==> config.mk <==
export PLATFORM = sky130hd
export DESIGN_NAME = glyph_scroll
export DESIGN_NICKNAME = d
export VERILOG_FILES = /design/src/rtl/glyph_scroll_pkg.sv /design/src/rtl/glyph_scroll.sv
export SDC_FILE = /design/constraint.sdc
export NUM_CORES = 1
export LEC_CHECK = 0
export ABC_CLOCK_PERIOD_IN_PS = 4350
export BUFFER_PORTS_ARGS = -buffer_cell sky130_fd_sc_hd__buf_4
export CAP_MARGIN = 10
export CORE_ASPECT_RATIO = 0.5
export CORE_MARGIN = 2
export CORE_UTILIZATION = 30
export DETAILED_ROUTE_END_ITERATION = 10
export PLACE_DENSITY = 0.51
export SLEW_MARGIN = 20
export SYNTH_ARGS = -nofsm -noshare
export SYNTH_HDL_FRONTEND = slang
export SYNTH_SLANG_ARGS = --single-unit
==> constraint.sdc <==
create_clock -name hclk -period 4.35 [get_ports hclk]
set_input_delay 0 -clock hclk [delete_from_list [all_inputs] [get_ports hclk]]
set_output_delay 0 -clock hclk [all_outputs]
set_load 0.01 [all_outputs]
==> src/rtl/glyph_scroll_pkg.sv <==
// Behaviour
// - no text block shown, cursor is bar only
// - block shape: block on text, bar on graphics
// - cursor pointer steps by address; software reloads
// - layer window split into two fetch blocks
// - blocks fetch from newly written start addresses
// - start change never clears display memory
// - three-bit pixel offset shifts text blocks only
// - text rows by character, graphics by pixel line
// - one pixel offset shared by all text blocks
// - nonzero offset without extra byte blanks last column
// - rom glyphs: 192 codes, five by seven font
// - at most 64 ram glyph codes when mixed
// - ram glyph height 8 or 16 by config bit
// - glyph ram base anywhere when rom selected
// - glyph ram in use forces one bit per pixel
// - fetch address is base plus code plus row
// - short font: code at 10..3, row 2..0
// - tall font: code at 11..4, row 3..0
// - display on bit, cursor and block fields
// - text blocks wrap horizontally per character
`default_nettype none
package glyph_scroll_pkg;
	localparam logic [5:0] idx_system_configuration = 6'h00;
	localparam logic [5:0] idx_bytes_per_row_count  = 6'h03;
	localparam logic [5:0] idx_line_pitch_low       = 6'h06;
	localparam logic [5:0] idx_line_pitch_high      = 6'h07;
	localparam logic [5:0] idx_display_on_control   = 6'h09;
	localparam logic [5:0] idx_display_attributes   = 6'h0a;
	localparam logic [5:0] idx_block_one_start_low  = 6'h0b;
	localparam logic [5:0] idx_block_one_start_high = 6'h0c;
	localparam logic [5:0] idx_block_two_start_low  = 6'h0e;
	localparam logic [5:0] idx_block_two_start_high = 6'h0f;
	localparam logic [5:0] idx_glyph_ram_base_low   = 6'h19;
	localparam logic [5:0] idx_glyph_ram_base_high  = 6'h1a;
	localparam logic [5:0] idx_pixel_scroll_offset  = 6'h1b;
	localparam logic [5:0] idx_cursor_pointer_low   = 6'h1c;
	localparam logic [5:0] idx_cursor_pointer_high  = 6'h1d;
	localparam logic [5:0] idx_display_mode         = 6'h20;
	localparam logic [5:0] idx_block_status         = 6'h21;
	localparam int cfg_rom_off_bit    = 0;
	localparam int cfg_tall_font_bit  = 2;
	localparam int disp_on_bit        = 0;
	localparam int mode_shape_bit     = 2;
	localparam int attr_block_one_lsb = 2;
	localparam int attr_block_two_lsb = 4;
	localparam logic [7:0] reg_reset_value = 8'h00;
	localparam logic [1:0] field_off = 2'h0;
	localparam logic [1:0] depth_one_bpp = 2'h0;
	localparam logic [7:0] ram_codes_low_first  = 8'h80;
	localparam logic [7:0] ram_codes_low_last   = 8'h9f;
	localparam logic [7:0] ram_codes_high_first = 8'he0;
	localparam logic [1:0] htrans_nonseq = 2'h2;
	localparam logic [2:0] hsize_word    = 3'h2;
	typedef enum logic [1:0]
	{
		scan_idle = 2'b00,
		scan_block_one = 2'b01,
		scan_block_two = 2'b10
	} scan_state_type;
endpackage
`default_nettype wire

==> src/rtl/glyph_scroll.sv <==
`default_nettype none
module glyph_scroll
	import glyph_scroll_pkg::*;
#(
	parameter int addr_width = 16
)
(
	input  wire logic                  hclk,
	input  wire logic                  hresetn,
	input  wire logic                  hsel,
	input  wire logic [31:0]           haddr,
	input  wire logic [1:0]            htrans,
	input  wire logic                  hwrite,
	input  wire logic [2:0]            hsize,
	input  wire logic [31:0]           hwdata,
	input  wire logic                  hready,
	output logic      [31:0]           hrdata,
	output logic                       hreadyout,
	output logic                       hresp,
	input  wire logic                  frame_start,
	input  wire logic                  line_next,
	input  wire logic                  row_last,
	input  wire logic                  byte_next,
	input  wire logic                  block_switch,
	input  wire logic                  memory_access,
	input  wire logic [7:0]            char_code,
	input  wire logic [3:0]            glyph_row,
	output logic      [addr_width-1:0] display_addr,
	output logic      [addr_width-1:0] glyph_addr,
	output logic                       glyph_from_rom,
	output logic      [2:0]            pixel_shift,
	output logic                       blank_column,
	output logic                       cursor_here,
	output logic                       cursor_block,
	output logic                       display_enable,
	output logic      [1:0]            depth_effective
);
	if (addr_width != 16)
	begin
		$error("glyph_scroll: addr_width must be 16");
	end
	logic [7:0]  system_configuration;
	logic [7:0]  bytes_per_row_count;
	logic [15:0] line_address_pitch;
	logic [7:0]  display_on_control;
	logic [7:0]  display_attributes;
	logic [15:0] block_one_start;
	logic [15:0] block_two_start;
	logic [15:0] glyph_ram_base;
	logic [7:0]  pixel_scroll_offset;
	logic [15:0] cursor_pointer;
	logic [7:0]  display_mode;
	logic        wr_pending;
	logic [5:0]  wr_index;
	logic        rd_pending;
	logic [5:0]  rd_index;
	logic        accept;
	logic        wr_now;
	logic [7:0]  wbyte;
	scan_state_type scan_state;
	scan_state_type next_scan_state;
	logic [15:0] line_one;
	logic [15:0] line_two;
	logic [15:0] column;
	logic [15:0] next_column;
	logic        text_block;
	logic        block_one_on;
	logic        block_two_on;
	logic        cursor_on;
	logic        ram_glyph;
	logic [15:0] cur_line;
	logic [15:0] glyph_sum;

	function automatic logic field_on(input logic [1:0] f);
		field_on = (f != field_off);
	endfunction

	function automatic logic [7:0] pick(input logic [5:0] idx,
		input logic [5:0] want, input logic [7:0] val);
		pick = (idx == want) ? val : 8'h00;
	endfunction

	assign hreadyout = 1'b1;
	assign hresp = 1'b0;
	assign accept = hsel && hready && htrans == htrans_nonseq
		&& hsize == hsize_word && haddr[1:0] == 2'h0;
	assign wr_now = wr_pending;
	assign wbyte = hwdata[7:0];

	always_ff @(posedge hclk or negedge hresetn)
	begin
		if (!hresetn)
		begin
			wr_pending <= 1'b0;
			rd_pending <= 1'b0;
			wr_index <= 6'h00;
			rd_index <= 6'h00;
		end
		else if (hready)
		begin
			wr_pending <= accept && hwrite && haddr[31:8] == 24'h000000;
			rd_pending <= accept && !hwrite && haddr[31:8] == 24'h000000;
			wr_index <= haddr[7:2];
			rd_index <= haddr[7:2];
		end
	end

	always_comb
	begin
		hrdata = 32'h00000000;
		if (rd_pending)
		begin
			hrdata[7:0] =
				pick(rd_index, idx_system_configuration, system_configuration)
				| pick(rd_index, idx_bytes_per_row_count, bytes_per_row_count)
				| pick(rd_index, idx_line_pitch_low, line_address_pitch[7:0])
				| pick(rd_index, idx_line_pitch_high, line_address_pitch[15:8])
				| pick(rd_index, idx_display_on_control, display_on_control)
				| pick(rd_index, idx_display_attributes, display_attributes)
				| pick(rd_index, idx_block_one_start_low, block_one_start[7:0])
				| pick(rd_index, idx_block_one_start_high, block_one_start[15:8])
				| pick(rd_index, idx_block_two_start_low, block_two_start[7:0])
				| pick(rd_index, idx_block_two_start_high, block_two_start[15:8])
				| pick(rd_index, idx_glyph_ram_base_low, glyph_ram_base[7:0])
				| pick(rd_index, idx_glyph_ram_base_high, glyph_ram_base[15:8])
				| pick(rd_index, idx_pixel_scroll_offset, pixel_scroll_offset)
				| pick(rd_index, idx_cursor_pointer_low, cursor_pointer[7:0])
				| pick(rd_index, idx_cursor_pointer_high, cursor_pointer[15:8])
				| pick(rd_index, idx_display_mode, display_mode)
				| pick(rd_index, idx_block_status,
					{4'h0, cursor_block, cursor_on, ram_glyph, text_block});
		end
	end
	// configuration registers; start changes only move the fetch pointer
	always_ff @(posedge hclk or negedge hresetn)
	begin
		if (!hresetn)
		begin
			system_configuration <= reg_reset_value;
			bytes_per_row_count <= reg_reset_value;
			line_address_pitch <= {reg_reset_value, reg_reset_value};
			display_on_control <= reg_reset_value;
			display_attributes <= reg_reset_value;
			block_one_start <= {reg_reset_value, reg_reset_value};
			block_two_start <= {reg_reset_value, reg_reset_value};
			glyph_ram_base <= {reg_reset_value, reg_reset_value};
			pixel_scroll_offset <= reg_reset_value;
			display_mode <= reg_reset_value;
		end
		else if (wr_now)
		begin
			case (wr_index)
				idx_system_configuration: system_configuration <= wbyte;
				idx_bytes_per_row_count: bytes_per_row_count <= wbyte;
				idx_line_pitch_low: line_address_pitch[7:0] <= wbyte;
				idx_line_pitch_high: line_address_pitch[15:8] <= wbyte;
				idx_display_on_control: display_on_control <= wbyte;
				idx_display_attributes: display_attributes <= wbyte;
				idx_block_one_start_low: block_one_start[7:0] <= wbyte;
				idx_block_one_start_high: block_one_start[15:8] <= wbyte;
				idx_block_two_start_low: block_two_start[7:0] <= wbyte;
				idx_block_two_start_high: block_two_start[15:8] <= wbyte;
				idx_glyph_ram_base_low: glyph_ram_base[7:0] <= wbyte;
				idx_glyph_ram_base_high: glyph_ram_base[15:8] <= wbyte;
				idx_pixel_scroll_offset: pixel_scroll_offset <= wbyte;
				idx_display_mode: display_mode <= wbyte;
				default: ;
			endcase
		end
	end
	// pointer steps one address per access; a software write wins
	always_ff @(posedge hclk or negedge hresetn)
	begin
		if (!hresetn)
			cursor_pointer <= {reg_reset_value, reg_reset_value};
		else if (wr_now && wr_index == idx_cursor_pointer_low)
			cursor_pointer[7:0] <= wbyte;
		else if (wr_now && wr_index == idx_cursor_pointer_high)
			cursor_pointer[15:8] <= wbyte;
		else if (memory_access)
			cursor_pointer <= cursor_pointer + 16'h0001;
	end
	// attribute fields
	assign display_enable = display_on_control[disp_on_bit];
	assign cursor_on = field_on(display_attributes[1:0]);
	assign block_one_on = field_on(display_attributes[attr_block_one_lsb +: 2]);
	assign block_two_on = field_on(display_attributes[attr_block_two_lsb +: 2]);
	// block one is the text block of the layer, block two graphics
	assign text_block = scan_state == scan_block_one;

	always_comb
	begin
		next_scan_state = scan_state;
		case (scan_state)
			scan_idle:
				if (frame_start)
					next_scan_state = scan_block_one;
			scan_block_one:
				if (block_switch)
					next_scan_state = scan_block_two;
			scan_block_two:
				if (frame_start)
					next_scan_state = scan_block_one;
			default: next_scan_state = scan_idle;
		endcase
	end

	always_ff @(posedge hclk or negedge hresetn)
	begin
		if (!hresetn)
			scan_state <= scan_idle;
		else
			scan_state <= next_scan_state;
	end
	// each block loads its own start at frame begin
	// text lines step once per character row, graphics every line
	always_ff @(posedge hclk or negedge hresetn)
	begin
		if (!hresetn)
		begin
			line_one <= 16'h0000;
			line_two <= 16'h0000;
		end
		else if (frame_start)
		begin
			line_one <= block_one_start;
			line_two <= block_two_start;
		end
		else if (line_next)
		begin
			if (text_block && row_last)
				line_one <= line_one + line_address_pitch;
			if (scan_state == scan_block_two)
				line_two <= line_two + line_address_pitch;
		end
	end
	// column wraps inside the pitch so text blocks scroll round
	always_comb
	begin
		next_column = column;
		if (frame_start || line_next)
			next_column = 16'h0000;
		else if (byte_next)
		begin
			if (column + 16'h0001 >= line_address_pitch)
				next_column = 16'h0000;
			else
				next_column = column + 16'h0001;
		end
	end

	always_ff @(posedge hclk or negedge hresetn)
	begin
		if (!hresetn)
			column <= 16'h0000;
		else
			column <= next_column;
	end
	assign cur_line = text_block ? line_one : line_two;
	always_ff @(posedge hclk or negedge hresetn)
	begin
		if (!hresetn)
			display_addr <= 16'h0000;
		else
			display_addr <= cur_line + column;
	end
	// one shared offset, text only, zero in grayscale
	always_ff @(posedge hclk or negedge hresetn)
	begin
		if (!hresetn)
			pixel_shift <= 3'h0;
		else if (text_block && depth_effective == depth_one_bpp)
			pixel_shift <= pixel_scroll_offset[2:0];
		else
			pixel_shift <= 3'h0;
	end
	// last column blank unless software widened the row by one
	always_ff @(posedge hclk or negedge hresetn)
	begin
		if (!hresetn)
			blank_column <= 1'b0;
		else
			blank_column <= text_block && pixel_scroll_offset[2:0] != 3'h0
				&& bytes_per_row_count != 8'h00
				&& column[7:0] == bytes_per_row_count - 8'h01;
	end
	// bar only without text, block only over text positions
	always_ff @(posedge hclk or negedge hresetn)
	begin
		if (!hresetn)
		begin
			cursor_here <= 1'b0;
			cursor_block <= 1'b0;
		end
		else
		begin
			cursor_here <= cursor_on && (cur_line + column) == cursor_pointer;
			cursor_block <= display_mode[mode_shape_bit] && block_one_on
				&& text_block;
		end
	end
	// ram codes 80..9f and e0..ff, 64 in all; rest from rom, all from ram when rom off bit set
	assign ram_glyph = system_configuration[cfg_rom_off_bit]
		|| (char_code >= ram_codes_low_first && char_code <= ram_codes_low_last)
		|| char_code >= ram_codes_high_first;
	// glyph ram in use limits depth to one bit
	assign depth_effective = ram_glyph ? depth_one_bpp : display_mode[1:0];
	// base plus shifted code plus row, carry dropped
	always_comb
	begin
		if (system_configuration[cfg_tall_font_bit])
			glyph_sum = glyph_ram_base + {4'h0, char_code, glyph_row};
		else
			glyph_sum = glyph_ram_base
				+ {5'h00, char_code, glyph_row[2:0]};
	end

	always_ff @(posedge hclk or negedge hresetn)
	begin
		if (!hresetn)
		begin
			glyph_addr <= 16'h0000;
			glyph_from_rom <= 1'b0;
		end
		else
		begin
			glyph_addr <= glyph_sum;
			glyph_from_rom <= !ram_glyph;
		end
	end

	property p_bar_without_text;
		@(posedge hclk) disable iff (!hresetn)
		!block_one_on |=> !cursor_block;
	endproperty
	a_bar_without_text: assert property (p_bar_without_text)
		else $error("block cursor with no text block");
	property p_bar_on_graphics;
		@(posedge hclk) disable iff (!hresetn)
		(scan_state == scan_block_two) |=> !cursor_block;
	endproperty
	a_bar_on_graphics: assert property (p_bar_on_graphics)
		else $error("block cursor over graphics");
	property p_pointer_step;
		@(posedge hclk) disable iff (!hresetn)
		(memory_access && !wr_now) |=>
			cursor_pointer == $past(cursor_pointer) + 16'h0001;
	endproperty
	a_pointer_step: assert property (p_pointer_step)
		else $error("cursor pointer did not step by one");
	property p_frame_load;
		@(posedge hclk) disable iff (!hresetn)
		frame_start |=> line_one == $past(block_one_start)
			&& line_two == $past(block_two_start);
	endproperty
	a_frame_load: assert property (p_frame_load)
		else $error("block start not loaded");
	property p_shift_text_only;
		@(posedge hclk) disable iff (!hresetn)
		!text_block |=> pixel_shift == 3'h0;
	endproperty
	a_shift_text_only: assert property (p_shift_text_only)
		else $error("pixel shift outside text block");
	property p_text_row_step;
		@(posedge hclk) disable iff (!hresetn)
		(line_next && text_block && !row_last && !frame_start)
			|=> $stable(line_one);
	endproperty
	a_text_row_step: assert property (p_text_row_step)
		else $error("text line moved inside character row");
	property p_one_bpp;
		@(posedge hclk) disable iff (!hresetn)
		ram_glyph |-> depth_effective == depth_one_bpp;
	endproperty
	a_one_bpp: assert property (p_one_bpp)
		else $error("grayscale with glyph ram");
	property p_glyph_short;
		@(posedge hclk) disable iff (!hresetn)
		!system_configuration[cfg_tall_font_bit] |=> glyph_addr ==
			16'($past(glyph_ram_base) + {$past(char_code), 3'h0}
			+ $past(glyph_row[2:0]));
	endproperty
	a_glyph_short: assert property (p_glyph_short)
		else $error("short font glyph address wrong");
	property p_glyph_tall;
		@(posedge hclk) disable iff (!hresetn)
		system_configuration[cfg_tall_font_bit] |=> glyph_addr ==
			16'($past(glyph_ram_base) + {$past(char_code), 4'h0}
			+ $past(glyph_row));
	endproperty
	a_glyph_tall: assert property (p_glyph_tall)
		else $error("tall font glyph address wrong");
endmodule
`default_nettype wire

==> run summary <==
final std cells w/o fill: 2164
Clock Sinks: 225
slew margin rel.: 28.4%
Unique masters post-synth: 71
vias in the first global route: 10.9k
# setup viols final: 0
WS Path Type: register to register
final WL: 44400 µm
Compound-Gate Fraction of Synth Area: 16.2%
CP required: 4800 ps
clk root buf: clkbuf_16
Avg Cell Area, Syn: 9.94 µm²
setup TNS: 0 ps
Max Root-Sink Buffers: 3
wire per inst: 20.5 µm
Initial DRC Count: 775
synth top area cells: dfrtp_1 41%, mux2_2 12%, ha_1 7.0%
DP Worst Slack: 690 ps
Mapped Cells: 1393
Port Buffers: 117
DR vias: 11.2k
PwrDens: 378 mW/mm²
Worst-Skew Late Latency: 550 ps
CP max stage delay: 440 ps
CP Buf/Inv Count: 1
Fin. Hold Viols: 1
area leader, netlist: dfrtp_1
Synth Flop Type: dfrtp_1
drt first pass iters: 5
post-synth top area share: 40.7%
synth warn: 0
worst hold path type: input port to asynchronous set/reset pin
multi-input logic area: 0.00770 mm²
Synth Area in Simple Gates: 13.0%
num rows: 55
gr ovfl total: 0
all-layer global routing usage: 18.6%
most frequent cells in the layout: 225 x dfrtp_1, 144 x mux2_2, 132 x buf_4, 101 x nand2_1, 82 x nor2_1
Worst path top cell family by delay: compound AO/OA/AOI/OAI gates
Placed Cells incl. Taps: 2075
Critical Path End Type: register
die area: 0.0480 mm²
Starting Density: 30.5%
H-tree Lvls: 1
xor/xnor share of the synthesized area: 5.89%
Fmax achieved: 274 MHz
core area: 0.0453 mm²
Remaining DRCs: 0
share of cells above drive strength 1: 21.6%
Pleak: 7.39 nW
Final Cycle Share: 84.0%
Slew @ Worst Pin: 1070 ps
Peak VDD IR: 193 µV
Setup crit start kind: register
CTS Buf Count: 25
post-synthesis mux area share: 12.2%
ant diodes: 0
Die Span X: 308 µm
largest net degree at the start of global routing: 104
Worst Path Max Fanout: 11
TritonCTS clock tree: built
CP max stage cell: a2111o_1
Final WS setup: 695 ps
dpl hpwl: 32200 µm
crit path DAT: 4110 ps
sequential standard cell area: 0.00563 mm²
failing checks: hold timing
clk slew on worst S/H paths: 60 ps
register area share after synthesis: 40.7%
number of flops mapped to enable cells by yosys: 0
Fin Clk Skew: 17.5 ps
asr flop ratio synth: 100%
Final ANT Viol Nets: 0
Slew Limit Fails: 0
most used cell, CP: xnor2_1
status: finished, violations left
unrepaired setup endpoints after global routing: false
max-cap check violation count: 0
critical path cell sequence: nor2b_2, buf_4, mux2_2, ha_1, a2111o_1, o21bai_1, a21o_1, o311a_4, nor2_2, xnor2_1, xnor2_1, nand3_1, nor4_2
final worst path period need: 3660 ps
first-pass GRT wire length: 67700 µm
# IOs: 168
most common cell after layout, fill and taps aside: dfrtp_1
fillers: 4562
Die Ht: 156 µm
Post-Synth Adder-Cell Area: 7.54%
Reg2Reg Setup Slack: 690 ps
flops & latches, synth: 225
Worst Hold Slack: -2.64 ps
vias per cell: 5.18
gp weighted congestion: 0.852
Synth Cell Area: 0.0138 mm²
Nets: 1724
largest family of logic cells by synthesized area: compound AO/OA/AOI/OAI gates
area grow syn2layout: 20.0%
initial antenna violation count: 0
-- power by group --
| part | switching, mW | internal, mW |
|---|---|---|
| clock network | 0.925 | 1.22 |
| logic | 0.790 | 0.741 |
| registers | 0.290 | 2.31 |
| total | 2.00 | 4.27 |
-- cell usage after synthesis, types with 9 or more instances --
master    instances
a21o_1           24
a21oi_1          81
a221oi_1         11
a22o_1           11
a22oi_1          42
a31oi_1          13
and2_1           10
and3_1           18
buf_4            26
clkbuf_1         43
dfrtp_1         225
ha_1             77
inv_1            62
mux2_2          144
nand2_1         101
nand2b_1         14
nand3_1          40
nand4_1          15
nor2_1           82
nor2b_1          10
nor3_1           23
nor4_1            9
o21a_1           21
o21ai_0          61
o21ai_1          18
o22ai_1          12
or3_1            10
xnor2_1          57
xor2_1           36
-- final timing paths --
path / start / to / cells past startpoint
worst max-delay path: scan_state[1] / cursor_here / 13
worst min-delay path: hresetn / pixel_shift[0] / 2
worst max register to register: scan_state[1] / cursor_here / 13
worst min register to register: scan_state[0] / scan_state[0] / 1
max in group asynchronous: hresetn / display_on_control[1] / 3
min in group hclk: char_code[4] / glyph_addr[7] / 4
-- layer usage --
metal | track usage (%) | share of wire [%] | vias up
met2 | 29.2 | 45 | 303
met1 | 26.1 | 47 | 5505
met4 | 5.39 | 2.8 | 0
met3 | 3.30 | 5.5 | 74
li1 | - | - | 5331
met5 | 0 | 0 | -
-- area by class of cell --
cell class	count	share of cell area, %
clock buffer	35	4.35
clock inverter	7	0.482
inverter	62	1.40
multi-input combinational	1056	46.3
sequential	225	33.9
tap	598	4.51
timing repair buffer	181	9.01
-- kinds of logic (layout without fill, tap and decap cells) --
group,Yosys count,count (layout)
multiplexers,151,151
AO/OA/AOI/OAI,342,342
XOR/XNOR,93,93
other,2,26
flip-flops,225,225
AND/OR/NAND/NOR,363,363
adder cells (fa/ha/maj),81,81
buffers and inverters,136,285
-- what timing repair did --
item,CTS,global route
hold endpoints to repair,263,0
gates resized for setup,0,0
hold buffers,47,0
buffers inserted,0,0
-- through the flow --
step,util (%),hold slack [ps],total power [mW],area [µm²]
finish,36.6,-2.64,6.28,16600
global route,36.6,54.2,6.61,16600
detailed placement,33.8,48.9,4.10,15300
floorplan,-,-296,3.51,13900
global placement,33.8,48.3,4.09,15300
CTS,36.6,2.01,6.33,16600
Power figures use the tool's default switching activity.
